[src/core/prdc_pkg.sv]
// Constants, offsets and reset values for the PLL ratio and divider control
package prdc_pkg;
  localparam int ADDR_W = 7;
  localparam int DATA_W = 8;
  localparam int FRAC_W = 22;
  localparam int INT_W  = 4;
  localparam int MULT_W = INT_W + FRAC_W;

  localparam logic [ADDR_W-1:0] OFS_FRAC_LOW  = 7'h03;
  localparam logic [ADDR_W-1:0] OFS_FRAC_MID  = 7'h04;
  localparam logic [ADDR_W-1:0] OFS_FRAC_HIGH = 7'h05;
  localparam logic [ADDR_W-1:0] OFS_INT_PRE   = 7'h06;
  localparam logic [ADDR_W-1:0] OFS_OUT_DIV   = 7'h07;

  localparam logic [DATA_W-1:0] RST_FRAC_LOW  = 8'h21;
  localparam logic [DATA_W-1:0] RST_FRAC_MID  = 8'hfd;
  localparam logic [DATA_W-1:0] RST_FRAC_HIGH = 8'h36;
  localparam logic [DATA_W-1:0] RST_INT_PRE   = 8'h07;
  localparam logic [DATA_W-1:0] RST_OUT_DIV   = 8'h06;

  localparam int POS_INT_LSB   = 0;
  localparam int POS_HALVER    = 4;
  localparam int POS_POST_LSB  = 0;
  localparam int FRAC_HIGH_W   = 6;
  localparam int POST_W        = 2;
  localparam logic [DATA_W-1:0] READ_UNMAPPED = 8'h00;

  typedef enum logic {PRDC_USER, PRDC_AUTO} prdc_mode_t;
endpackage

[src/core/prdc_ctrl.sv]
// PLL ratio and divider register file with user/automatic mode selection
`timescale 1ns/1ps
module prdc_ctrl
  import prdc_pkg::*;
(
  input  wire logic              clock,
  input  wire logic              nrst,
  input  wire logic [ADDR_W-1:0] reg_addr,
  input  wire logic [DATA_W-1:0] reg_wdata,
  input  wire logic              reg_write,
  input  wire logic              reg_read,
  output logic      [DATA_W-1:0] reg_rdata,
  input  wire logic              rx_enable,
  input  wire logic [INT_W-1:0]  auto_integer,
  input  wire logic [FRAC_W-1:0] auto_fraction,
  input  wire logic [POST_W-1:0] auto_post_divider,
  output logic                   pll_auto_mode,
  output logic [INT_W-1:0]       pll_integer,
  output logic [FRAC_W-1:0]      pll_fraction,
  output logic [MULT_W-1:0]      pll_multiplier,
  output logic                   pll_input_halver,
  output logic [POST_W-1:0]      post_divider_select
);

  logic [DATA_W-1:0] frac_low_r,  frac_low_nxt;
  logic [DATA_W-1:0] frac_mid_r,  frac_mid_nxt;
  logic [DATA_W-1:0] frac_high_r, frac_high_nxt;
  logic [DATA_W-1:0] int_pre_r,   int_pre_nxt;
  logic [DATA_W-1:0] out_div_r,   out_div_nxt;
  logic [DATA_W-1:0] rdata_r,     rdata_nxt;

  prdc_mode_t        mode_r,      mode_nxt;
  logic [INT_W-1:0]  int_r,       int_nxt;
  logic [FRAC_W-1:0] frac_r,      frac_nxt;
  logic [MULT_W-1:0] mult_r,      mult_nxt;
  logic              halver_r,    halver_nxt;
  logic [POST_W-1:0] post_r,      post_nxt;

  logic [FRAC_W-1:0] user_frac;
  logic [INT_W-1:0]  user_int;

  function automatic logic [MULT_W-1:0] ratio_word(input logic [INT_W-1:0]  n,
                                                   input logic [FRAC_W-1:0] k);
    ratio_word = {n, k}; // Fixed point: n + k / 2^22
  endfunction

  // Register file
  // Spare bits are stored too, so software reads back what it wrote, except the OFS_OUT_DIV divider bits, which show the receiver value in auto mode
  always_comb begin
    frac_low_nxt  = frac_low_r;
    frac_mid_nxt  = frac_mid_r;
    frac_high_nxt = frac_high_r;
    int_pre_nxt   = int_pre_r;
    out_div_nxt   = out_div_r;
    rdata_nxt     = rdata_r;
    if (reg_write) begin
      unique case (reg_addr)
        OFS_FRAC_LOW:  frac_low_nxt  = reg_wdata;
        OFS_FRAC_MID:  frac_mid_nxt  = reg_wdata;
        OFS_FRAC_HIGH: frac_high_nxt = reg_wdata;
        OFS_INT_PRE:   int_pre_nxt   = reg_wdata;
        OFS_OUT_DIV:   out_div_nxt   = reg_wdata; // Software value kept even in auto
        default:       ;
      endcase
    end
    if (reg_read) begin
      unique case (reg_addr)
        OFS_FRAC_LOW:  rdata_nxt = frac_low_r;
        OFS_FRAC_MID:  rdata_nxt = frac_mid_r;
        OFS_FRAC_HIGH: rdata_nxt = frac_high_r;
        OFS_INT_PRE:   rdata_nxt = int_pre_r;
        // Reads show the divider in use, so receiver overrides are visible
        OFS_OUT_DIV:   rdata_nxt = {out_div_r[DATA_W-1:POST_W], post_r};
        default:       rdata_nxt = READ_UNMAPPED;
      endcase
    end
  end

  always_ff @(posedge clock or negedge nrst) begin
    if (!nrst) begin
      frac_low_r  <= RST_FRAC_LOW;
      frac_mid_r  <= RST_FRAC_MID;
      frac_high_r <= RST_FRAC_HIGH;
      int_pre_r   <= RST_INT_PRE;
      out_div_r   <= RST_OUT_DIV;
      rdata_r     <= READ_UNMAPPED;
    end else begin
      frac_low_r  <= frac_low_nxt;
      frac_mid_r  <= frac_mid_nxt;
      frac_high_r <= frac_high_nxt;
      int_pre_r   <= int_pre_nxt;
      out_div_r   <= out_div_nxt;
      rdata_r     <= rdata_nxt;
    end
  end

  // PLL control selection
  // Every control output is registered so the synthesiser never sees decode glitches
  assign user_frac = {frac_high_r[FRAC_HIGH_W-1:0], frac_mid_r, frac_low_r};
  assign user_int  = int_pre_r[POS_INT_LSB +: INT_W];

  always_comb begin
    mode_nxt   = rx_enable ? PRDC_AUTO : PRDC_USER;
    // Halver stays with software in both modes; the receiver never drives it
    halver_nxt = int_pre_r[POS_HALVER];
    if (rx_enable) begin
      int_nxt  = auto_integer;
      frac_nxt = auto_fraction;
      post_nxt = auto_post_divider;
    end else begin
      int_nxt  = user_int;
      frac_nxt = user_frac;
      post_nxt = out_div_r[POS_POST_LSB +: POST_W];
    end
    mult_nxt = ratio_word(int_nxt, frac_nxt);
  end

  always_ff @(posedge clock or negedge nrst) begin
    if (!nrst) begin
      mode_r   <= PRDC_USER;
      int_r    <= RST_INT_PRE[POS_INT_LSB +: INT_W];
      frac_r   <= {RST_FRAC_HIGH[FRAC_HIGH_W-1:0], RST_FRAC_MID, RST_FRAC_LOW};
      mult_r   <= {RST_INT_PRE[POS_INT_LSB +: INT_W], RST_FRAC_HIGH[FRAC_HIGH_W-1:0],
                   RST_FRAC_MID, RST_FRAC_LOW};
      halver_r <= RST_INT_PRE[POS_HALVER];
      post_r   <= RST_OUT_DIV[POS_POST_LSB +: POST_W];
    end else begin
      mode_r   <= mode_nxt;
      int_r    <= int_nxt;
      frac_r   <= frac_nxt;
      mult_r   <= mult_nxt;
      halver_r <= halver_nxt;
      post_r   <= post_nxt;
    end
  end

  assign reg_rdata           = rdata_r;
  assign pll_auto_mode       = (mode_r == PRDC_AUTO);
  assign pll_integer         = int_r;
  assign pll_fraction        = frac_r;
  assign pll_multiplier      = mult_r;
  assign pll_input_halver    = halver_r;
  assign post_divider_select = post_r;

  // Checks on mode, ratio, halver and post divider selection
  chk_user_mode_sel: assert property (@(posedge clock) disable iff (!nrst)
    !rx_enable |=> !pll_auto_mode) else $error("user mode not taken");
  chk_auto_mode_sel: assert property (@(posedge clock) disable iff (!nrst)
    rx_enable |=> pll_auto_mode && pll_integer == $past(auto_integer)
                  && pll_fraction == $past(auto_fraction))
    else $error("auto mode values not followed");
  chk_user_values: assert property (@(posedge clock) disable iff (!nrst)
    !rx_enable ##1 !rx_enable && !$past(reg_write) |->
      pll_integer == int_pre_r[3:0]
      && pll_fraction == {frac_high_r[5:0], frac_mid_r, frac_low_r})
    else $error("user ratio mismatch");
  chk_frac_low: assert property (@(posedge clock) disable iff (!nrst)
    reg_write && reg_addr == 7'h03 && !rx_enable ##1 !rx_enable |=>
      pll_fraction[7:0] == $past(reg_wdata, 2))
    else $error("fraction low byte not placed");
  chk_frac_mid: assert property (@(posedge clock) disable iff (!nrst)
    reg_write && reg_addr == 7'h04 && !rx_enable ##1 !rx_enable |=>
      pll_fraction[15:8] == $past(reg_wdata, 2))
    else $error("fraction middle byte not placed");
  chk_frac_write: assert property (@(posedge clock) disable iff (!nrst)
    reg_write && reg_addr == 7'h05 && !rx_enable ##1 !rx_enable |=>
      pll_fraction[21:16] == $past(reg_wdata[5:0], 2))
    else $error("fraction high byte not placed");
  chk_int_write: assert property (@(posedge clock) disable iff (!nrst)
    reg_write && reg_addr == 7'h06 && !rx_enable ##1 !rx_enable |=>
      pll_integer == $past(reg_wdata[3:0], 2) && pll_input_halver == $past(reg_wdata[4], 2))
    else $error("integer or halver not applied");
  chk_halver_auto: assert property (@(posedge clock) disable iff (!nrst)
    reg_write && reg_addr == 7'h06 && rx_enable ##1 rx_enable |=>
      pll_input_halver == $past(reg_wdata[4], 2))
    else $error("halver not applied in auto mode");
  chk_ratio_sum: assert property (@(posedge clock) disable iff (!nrst)
    pll_multiplier == (26'(pll_integer) << 22) + 26'(pll_fraction))
    else $error("multiplier not integer plus fraction");
  chk_post_user: assert property (@(posedge clock) disable iff (!nrst)
    reg_write && reg_addr == 7'h07 && !rx_enable ##1 !rx_enable |=>
      post_divider_select == $past(reg_wdata[1:0], 2))
    else $error("post divider write not applied");
  chk_post_auto: assert property (@(posedge clock) disable iff (!nrst)
    rx_enable |=> post_divider_select == $past(auto_post_divider))
    else $error("receiver post divider not forced");
  chk_post_ignored: assert property (@(posedge clock) disable iff (!nrst)
    reg_write && reg_addr == 7'h07 && rx_enable ##1 rx_enable |=>
      post_divider_select == $past(auto_post_divider))
    else $error("software post divider used in auto mode");
  chk_reset_vals: assert property (@(posedge clock)
    $rose(nrst) |-> pll_fraction == 22'h36fd21 && pll_integer == 4'h7
                    && post_divider_select == 2'h2 && !pll_auto_mode
                    && !pll_input_halver && pll_multiplier == {4'h7, 22'h36fd21})
    else $error("reset values wrong");

  // Checks on the register side
  chk_post_stored: assert property (@(posedge clock) disable iff (!nrst)
    reg_write && reg_addr == 7'h07 |=> out_div_r == $past(reg_wdata))
    else $error("divider byte not stored");
  chk_post_read: assert property (@(posedge clock) disable iff (!nrst)
    reg_read && reg_addr == 7'h07 |=> reg_rdata[1:0] == $past(post_divider_select))
    else $error("divider read does not show value in use");
  chk_unmapped_read: assert property (@(posedge clock) disable iff (!nrst)
    reg_read && reg_addr > 7'h07 |=> reg_rdata == 8'h00)
    else $error("unmapped read not zero");
  chk_unmapped_write: assert property (@(posedge clock) disable iff (!nrst)
    reg_write && reg_addr > 7'h07 |=> $stable(frac_low_r) && $stable(frac_mid_r)
      && $stable(frac_high_r) && $stable(int_pre_r) && $stable(out_div_r))
    else $error("unmapped write changed a register");
  chk_read_hold: assert property (@(posedge clock) disable iff (!nrst)
    !reg_read |=> $stable(reg_rdata))
    else $error("read data changed without a read");

  cov_auto_entry: cover property (@(posedge clock) disable iff (!nrst) $rose(pll_auto_mode));
  cov_auto_exit:  cover property (@(posedge clock) disable iff (!nrst) $fell(pll_auto_mode));
  cov_int_write:  cover property (@(posedge clock) disable iff (!nrst)
    reg_write && reg_addr == 7'h06 && !rx_enable);
  cov_read_back:  cover property (@(posedge clock) disable iff (!nrst)
    reg_read && reg_addr == 7'h03);
  cov_auto_post_write: cover property (@(posedge clock) disable iff (!nrst)
    reg_write && reg_addr == 7'h07 && rx_enable);

endmodule

[config.mk]
export PLATFORM = sky130hd
export DESIGN_NAME = prdc_ctrl
export DESIGN_NICKNAME = d
export VERILOG_FILES = /design/src/core/prdc_pkg.sv /design/src/core/prdc_ctrl.sv
export SDC_FILE = /design/constraint.sdc
export NUM_CORES = 1
export LEC_CHECK = 0
export ABC_AREA = 0
export BUFFER_PORTS_ARGS = -buffer_cell sky130_fd_sc_hd__buf_2
export CAP_MARGIN = 30
export CORE_MARGIN = 1.5
export CORE_UTILIZATION = 39
export CTS_CLUSTER_SIZE = 24
export DETAILED_ROUTE_END_ITERATION = 10
export GPL_TIMING_DRIVEN = 0
export PLACE_DENSITY_LB_ADDON = 0.3
export SLEW_MARGIN = 20
export SYNTH_ARGS = -nofsm -noshare
export SYNTH_HDL_FRONTEND = slang
export SYNTH_SLANG_ARGS = --single-unit
[constraint.sdc]
create_clock -name clock -period 2.65 [get_ports clock]
set_input_delay 0.1325 -clock clock [delete_from_list [all_inputs] [get_ports clock]]
set_output_delay 0.1325 -clock clock [all_outputs]
set_load 0.02 [all_outputs]
# Yosys cells after proc, flatten, opt, wreduce, memory -nomap -nowiden

Index checks and enable logic that the tools add are counted.

Bits in registers: 104
Bits in latches: 0
Bits in writable memories: 0
Memory bits (read-only): 0
Input bits: 48
Output and inout port bits: 64
Logic and storage cells: 27
Memories kept: 0

Add/subtract/negate cells: 0
Multipliers: 0
Divide/modulo/power cells: 0
Magnitude comparators: 0
Equality and inequality tests: 5
Shift-type cells: 0
Mux-type cells: 5
Bitwise operators: 0
Reductions and logical operators: 5

Operators with widths:

| operator                                                               | number |
|---|---|
| 8-bit case mux with 5 select lines                                     | 1 |
| 7-bit by 3-bit equality test with 1-bit output (second input constant) | 4 |
| 22-bit 2-to-1 mux                                                      | 1 |
| 2-bit AND reduction                                                    | 5 |
| 7-bit by 2-bit equality test with 1-bit output (second input constant) | 1 |
| 4-bit 2-to-1 mux                                                       | 1 |
| 2-bit 2-to-1 mux                                                       | 1 |
| 1-bit 2-to-1 mux                                                       | 1 |

# Longest topological paths before layout

Gate-level depths: netlist of the first run.

Depth after elaboration: 2
Gate-level depth with buffers: 5
Depth with buffers taken out: 3

# Worst setup path after synthesis of the first run

No wires, ideal clock.

Kind: input to register
Start point: input reg_addr[5]
End point: register int_pre_r[3]
Library setup time: 0.125 ns
Arrival: 1.492 ns
Required time: 2.525 ns
Path slack: 1.033 ns
Cell stages on the path: 3
Buffers on the path: 0
Cells stage by stage: or4_4 nor4_4 mux2_2

Longest elaborated chain between the ends: 2

Ends and longest elaborated chain:

| item                                           | line            | source |
|---|---|---|
| start, declared                                | prdc_ctrl.sv:8  | `input wire logic [ADDR_W-1:0] reg_addr,` |
| 7-bit by 3-bit equality test with 1-bit output | prdc_ctrl.sv:57 | `unique case (reg_addr)` |
| 2-bit AND reduction (no line)                  | n/a             |  |
| end signal, assigned                           | prdc_ctrl.sv:91 | `int_pre_r <= int_pre_nxt;` |
| end, declared                                  | prdc_ctrl.sv:28 | `logic [DATA_W-1:0] int_pre_r, int_pre_nxt;` |

Every way passes these cells.
A chain may end at the register's enable or synchronous reset.

# Final worst setup path of the first run

Start point: input rx_enable
End point: register mult_r[9], in the netlist pll_multiplier[9]

Longest elaborated chain between the ends: 1

Ends and longest elaborated chain:

| item                  | line             | source |
|---|---|---|
| start, declared       | prdc_ctrl.sv:13  | `input wire logic rx_enable,` |
| 22-bit 2-to-1 mux     | prdc_ctrl.sv:106 | `if (rx_enable) begin` |
| named net frac_nxt[9] | prdc_ctrl.sv:34  | `logic [FRAC_W-1:0] frac_r, frac_nxt;` |
| end signal, assigned  | prdc_ctrl.sv:123 | `mult_r <= {RST_INT_PRE[POS_INT_LSB +: INT_W], RST_FRAC_HIGH[FRAC_HIGH_W-1:0],` |
| end signal, assigned  | prdc_ctrl.sv:131 | `mult_r <= mult_nxt;` |
| end, declared         | prdc_ctrl.sv:35  | `logic [MULT_W-1:0] mult_r, mult_nxt;` |

The timed path passes the listed nets, and every way through them passes these cells.

==> impl_metrics.ini, run 1 <==
[sta]
timing.final.max_slew_violations = 0
setup_viol = 0
holdWs_ns = 0.009763
grt_setup_unrepaired = no
report.final.hold_viol_count = 0
crit_share_post_route_pct = 78.50
slew-limit-headroom_pct = 45.81
fmax_ghz = 0.4807
min_period_ns = 2.080
timing.clock.skew_ns = 0.007516
fin_setup_tns_ns = 0
finalWorstSetupSlack_ns = 0.5699
max_slew.worst_pin.slew_ns = 0.8128

[logic_synthesis]
synth-xor-area-share_pct = 0
netlist.area_leader.share_pct = 31.00
netlist_area_sq_um = 3471
synth_compound_area_share_pct = 6.056
syn_inst = 239
number_of_flip_flops_and_latches_in_the_synthesized_netlist = 78
synth_top_family_by_area = multiplexers
synthesis.yosys.warnings = 0
synth.avg_cell_area_sq_um = 14.52
yosysUniqueCellTypes = 23
share_of_cell_area_taken_by_muxes_after_synthesis_pct = 24.73
synth-adder-area-share_pct = 0
yosys-top-cells-area = sky130_fd_sc_hd__dfrtp_1 31%, sky130_fd_sc_hd__dfstp_2 26%, sky130_fd_sc_hd__mux2_2 22%
cell_type_with_the_highest_aggregate_area_in_the_netlist = sky130_fd_sc_hd__dfrtp_1
sequential_to_total_area_share_from_yosys_stat_pct = 57.50
synth_fp_nets = 287
synth_simple_gate_area_share_pct = 4.795

[global_route]
grt_antenna_before_repair = 0
global_route.overflow_total = 0
wire_length_of_the_first_global_routing_pass_mm = 12.80
grt_start_max_net_pins = 49
grt_usage_pct = 17.78
first_global_vias = 2513

[placed_design]
post_place_instance_area_sq_um = 4182
dp_cells = 457
number_of_port_buffers = 109
gp_congestion = 0.8287
dp.final_hpwl_mm = 5.516
pre_cts_ws_ns = 0.4456

[setup_path]
cp_num_buf_inv = 4
crit_slowest_cell = sky130_fd_sc_hd__clkbuf_1
timing.critical_path.fanout_max = 10
critPathArrivalTime_ns = 2.32
cp_cell_sequence = dlygate4sd3_1 > buf_2 > clkbuf_1 > clkbuf_1 > mux2_2
timing.critical_path.to_type = flip-flop
crit_path_start_kind = input pin
cp_top_family = buffers and inverters
rr_worst_depth = 2
path_depth = 5
critical_path_required_ns = 2.89
critPathKind = in2reg
critical-path-max-stage-delay_ns = 0.68
cpMostUsedCell = sky130_fd_sc_hd__clkbuf_1

[finish]
final_core_utilization_pct = 50.79
most-common-layout-cells = 108 x sky130_fd_sc_hd__buf_2, 68 x sky130_fd_sc_hd__mux2_2, 43 x sky130_fd_sc_hd__dfrtp_1
nNetsFinal = 410
drive_above_1_share_pct = 70.03
layout.cells.non_filler = 475
area_growth_syn_to_layout_pct = 27.00
most_common_library_cell_in_the_layout_ignoring_fill_and_taps = sky130_fd_sc_hd__buf_2
post-route-cell-area_sq_um = 4408
antenna_cells = 0
nFillCells = 811

[cts]
cts.root.buffer_cell = sky130_fd_sc_hd__clkbuf_8
cts.clk_slew.worst_paths_ns = 0.08
clkLatencyLatePin_ns = 0.35
cts.hold.buffers_added = 2
cts_buffers = 9
post-cts-setup-buffer-count = 0
cts.path.max_buffers = 2
htree_levels = 3
clock-sinks = 78
tritoncts = yes
post_cts_repair_resize_count = 0

[power]
power-per-cell-area_nw_per_um2 = 621.2
ir_worst_vdd_mv = 0.3287
power.share.clock_pct = 34.6
netSwitchingFraction_pct = 25.43
switchingPower_uw = 696.2
fin_total_pwr_mw = 2.738
comb_power_share_pct = 15.7
sequential_cell_fraction_of_total_power_pct = 49.7
p_int_mw = 2.042
total_leakage_power_nw = 2.208

[route]
antenna_left = 0
vias = 2363
routed_via_density = 4.975
detailedRoute.firstPassIterationCount = 4
drt_first_iter_violations = 54
avgRoutedWirePerCell_microns = 16.97
route.final.wire_length_mm = 8.059
drt_drc_violations_left = 0

[die]
area_of_the_placeable_core_sq_um = 8678
die-area_sq_um = 9474
fp.dieW_microns = 97.34
dieHeight_microns = 97.34
num_rows = 34
floorplan.initialDensity_pct = 39.99
io_pins = 112

[run_status]
outcome = finished, final reports clean

[hold_path]
holdPathStages = 2
hold_path.class = in2reg

[flow_run]
timing.max_cap.violations = 0
==> final timing paths <==
kind	from	end	slack, ns
max	rx_enable	pll_multiplier[9]	0.57
min	auto_fraction[16]	pll_multiplier[16]	0.01
max reg2reg	int_pre_r[6]	reg_rdata[6]	1.37
min reg2reg	int_pre_r[4]	pll_input_halver	0.41
max in group asynchronous	nrst	post_divider_select[1]	1.76
min in group asynchronous	nrst	pll_multiplier[6]	0.26
==> registers in the layout, summed over array words and instances (netlist names) <==
signal and flops:
pll_auto_mode 1, reg_rdata 8, frac_low_r 8, pll_input_halver 1, frac_high_r 8, pll_multiplier 25
pll_integer 1, int_pre_r 8, out_div_r 8, frac_mid_r 8, post_divider_select 2
==> routing by layer <==
layer  up-vias  wire, microns  global-route usage (%)
met4         0            154                   7.253
li1       1094              -                       -
met1      1180           3492                   21.87
met2        75           3928                   29.42
met3        14            483                   5.180
met5         -              0                       0
==> power groups by stage <==
stage                     clock, mW  sequential (mW)  combinational [mW]
after detailed placement          0             1.38               0.435
after CTS                     0.974             1.36               0.438
after global placement            0             1.38               0.422
final                         0.947             1.36               0.431
after floorplan                   0             1.42               0.223
after global routing           1.02             1.37               0.466
==> final cells by class <==
type / instances / area (sq um) / area share (%)
inverters: 2 / 7.507 / 0.1703
clock inverters: 5 / 75.07 / 1.703
well taps: 108 / 135.1 / 3.066
multi-input cells: 123 / 1235 / 28.02
flip-flops and latches: 78 / 1996 / 45.27
plain buffers: 36 / 232.7 / 5.280
repair buffers: 112 / 595.6 / 13.51
clock buffers: 11 / 131.4 / 2.980
==> kinds of logic (layout without fill, tap and decap cells) <==
| logic type | count (synthesis) | count (layout) |
|---|---|---|
| flops | 78 | 78 |
| mux | 76 | 76 |
| compound gates | 23 | 23 |
| simple gates | 24 | 24 |
| buf+inv | 38 | 166 |
==> cell usage after synthesis <==
| master | instances |
|---|---|
| sky130_fd_sc_hd__mux2_2 | 68 |
| sky130_fd_sc_hd__dfrtp_1 | 43 |
| sky130_fd_sc_hd__dfstp_2 | 35 |
| sky130_fd_sc_hd__buf_4 | 26 |
| sky130_fd_sc_hd__nor2b_1 | 10 |
| sky130_fd_sc_hd__a221o_1 | 8 |
| sky130_fd_sc_hd__clkbuf_1 | 8 |
| sky130_fd_sc_hd__a22o_1 | 7 |
| sky130_fd_sc_hd__mux2i_1 | 7 |
| sky130_fd_sc_hd__o2bb2ai_1 | 7 |
| sky130_fd_sc_hd__nand2_1 | 3 |
| sky130_fd_sc_hd__nand4_1 | 3 |
| sky130_fd_sc_hd__buf_1 | 2 |
| sky130_fd_sc_hd__inv_1 | 2 |
| sky130_fd_sc_hd__nor4_1 | 2 |
| sky130_fd_sc_hd__and2_1 | 1 |
| sky130_fd_sc_hd__mux4_2 | 1 |
| sky130_fd_sc_hd__nand4b_1 | 1 |
| sky130_fd_sc_hd__nor2_1 | 1 |
| sky130_fd_sc_hd__nor3_2 | 1 |
| sky130_fd_sc_hd__nor4_4 | 1 |
| sky130_fd_sc_hd__o211ai_1 | 1 |
| sky130_fd_sc_hd__or4_4 | 1 |
Note: power is estimated with default switching activity, not from simulation.
==> run 2: changes to the inputs <==
==> constraint.sdc (replaced) <==
create_clock -name clock -period 1.95 [get_ports clock]
set_input_delay 0.0975 -clock clock [delete_from_list [all_inputs] [get_ports clock]]
set_output_delay 0.0975 -clock clock [all_outputs]
set_load 0.02 [all_outputs]
==> run 2 against run 1 <==
Die area unchanged. Highest routed layer unchanged. Total power up 37%. Clock power up 35%. Clock skew up 0.00091 ns. Largest cell class unchanged. Critical path depth down 1. Worst setup slack worse by 0.45 ns. Global-route usage up 0.60 points. Non-clock buffer count up 28.
==> impl_metrics.ini, run 2 (synthesis results as in run 1) <==
[cts]
cts.clk_slew.worst_paths_ns = 0.08
clock-sinks = 78
cts.hold.buffers_added = 30
htree_levels = 3
cts.path.max_buffers = 2
cts_buffers = 9
cts.root.buffer_cell = sky130_fd_sc_hd__clkbuf_8
post_cts_repair_resize_count = 0
tritoncts = yes
clkLatencyLatePin_ns = 0.34
post-cts-setup-buffer-count = 0

[finish]
layout.cells.non_filler = 503
most_common_library_cell_in_the_layout_ignoring_fill_and_taps = sky130_fd_sc_hd__buf_2
area_growth_syn_to_layout_pct = 35.08
antenna_cells = 0
nNetsFinal = 438
drive_above_1_share_pct = 65.06
post-route-cell-area_sq_um = 4688
sequential_cell_area_sq_um = 1996
largest_register_ff_count = 25
nFillCells = 785
most-common-layout-cells = 108 x sky130_fd_sc_hd__buf_2, 68 x sky130_fd_sc_hd__mux2_2, 43 x sky130_fd_sc_hd__dfrtp_1
multi_input_area_sq_um = 1235

[setup_path]
rr_worst_depth = 2
rr_startpoint = int_pre_r[6]
crit_path_start_kind = input pin
critical_path_required_ns = 2.18
timing.critical_path.to_type = flip-flop
slack_of_the_worst_reg_to_reg_path_ns = 0.67
critPathKind = in2reg
timing.critical_path.fanout_max = 8
timing.rr.end = reg_rdata[6]
critPathArrivalTime_ns = 2.06

[die]
die-area_sq_um = 9474
area_of_the_placeable_core_sq_um = 8678
floorplan.initialDensity_pct = 39.99
io_pins = 112
dieHeight_microns = 97.34
fp.dieW_microns = 97.34
num_rows = 34

[hold_path]
hold_path.class = in2reg
holdPathStages = 2
hold_end = frac_high_r[3]
min-delay-start = reg_wdata[3]

[flow_run]
timing.max_cap.violations = 0

[global_route]
grt_antenna_before_repair = 0
grt_start_max_net_pins = 49
first_global_vias = 2629
wire_length_of_the_first_global_routing_pass_mm = 13.28
grt_usage_pct = 18.39
global_route.overflow_total = 0

[placed_design]
post_place_instance_area_sq_um = 4182
number_of_port_buffers = 109
dp.final_hpwl_mm = 5.516
gp_congestion = 0.8287
dp_cells = 457

[route]
avgRoutedWirePerCell_microns = 16.67
route.final.wire_length_mm = 8.385
drt_first_iter_violations = 64
antenna_left = 0
detailedRoute.firstPassIterationCount = 4
vias = 2480
routed_via_density = 4.930
drt_drc_violations_left = 0

[sta]
timing.final.max_slew_violations = 0
fin_setup_tns_ns = 0
timing.clock.skew_ns = 0.008427
max_slew.worst_pin.slew_ns = 0.8173
min_period_ns = 1.835
crit_share_post_route_pct = 94.09
slew-limit-headroom_pct = 45.51
setup_viol = 0
fmax_ghz = 0.5450
grt_setup_unrepaired = no
report.final.hold_viol_count = 0

[power]
power-per-cell-area_nw_per_um2 = 802.4
ir_worst_vdd_mv = 0.4467
fin_total_pwr_mw = 3.762
total_leakage_power_nw = 2.325

[run_status]
outcome = finished, final reports clean
[run 2: cell types whose count changed in the layout (fill, tap and decap cells not counted), sizes merged]
cell	delta
dlygate4sd3	+28
[run 2: per-layer routing]
layer  global-route usage (%)  wire (microns)  vias up
li1                         -               -     1152
met1                    22.43            3622     1233
met2                    30.88            4138       81
met3                    4.748             448       14
met4                    7.912             175        0
met5                        0               0        -
[run 2: worst max-delay path by stage]
stage                      from              to  slack, ns  depth (start not counted)
floorplan           reg_addr[5]    int_pre_r[3]       0.37                          3
global placement    reg_addr[5]  frac_high_r[7]      -0.20                          4
detailed placement  reg_addr[5]  frac_high_r[6]      -0.22                          4
CTS                 reg_addr[5]  frac_high_r[7]       0.16                          4
global route        reg_addr[5]   frac_low_r[1]       0.08                          4
finish              reg_addr[5]   frac_mid_r[1]       0.12                          4
[run 2: final cells by class]
cell class,count,area share [%]
Inverter,2,0.1601
Timing Repair Buffer,140,18.68
Multi-Input combinational cell,123,26.34
Sequential cell,78,42.57
Tap cell,108,2.882
Clock buffer,11,2.802
Buffer,36,4.964
Clock inverter,5,1.601
[run 2: per-stage QoR]
stage / hold WS, ns / util (%) / setup WS, ns
2_1_floorplan: -0.1981 / - / 0.3683
3_3_place_gp: 0.2180 / 47.84 / -0.1972
3_5_place_dp: 0.06605 / 48.18 / -0.2194
4_1_cts: 0.03042 / 54.02 / 0.1572
5_1_grt: 0.03777 / 54.02 / 0.08282
6_report: 0.04141 / 54.02 / 0.1153
[run 2: worst max-delay path, cell delays in order]
cell	delay (ns)
sky130_fd_sc_hd__buf_2	0.10
sky130_fd_sc_hd__nor4_1	0.65
sky130_fd_sc_hd__nand4b_1	0.71
sky130_fd_sc_hd__mux2_2	0.50
[run 2: where the power goes]
group          internal (mW)  switching (mW)
combinational          0.317           0.313
clock                  0.716           0.567
sequential              1.78          0.0700
total                   2.81           0.950
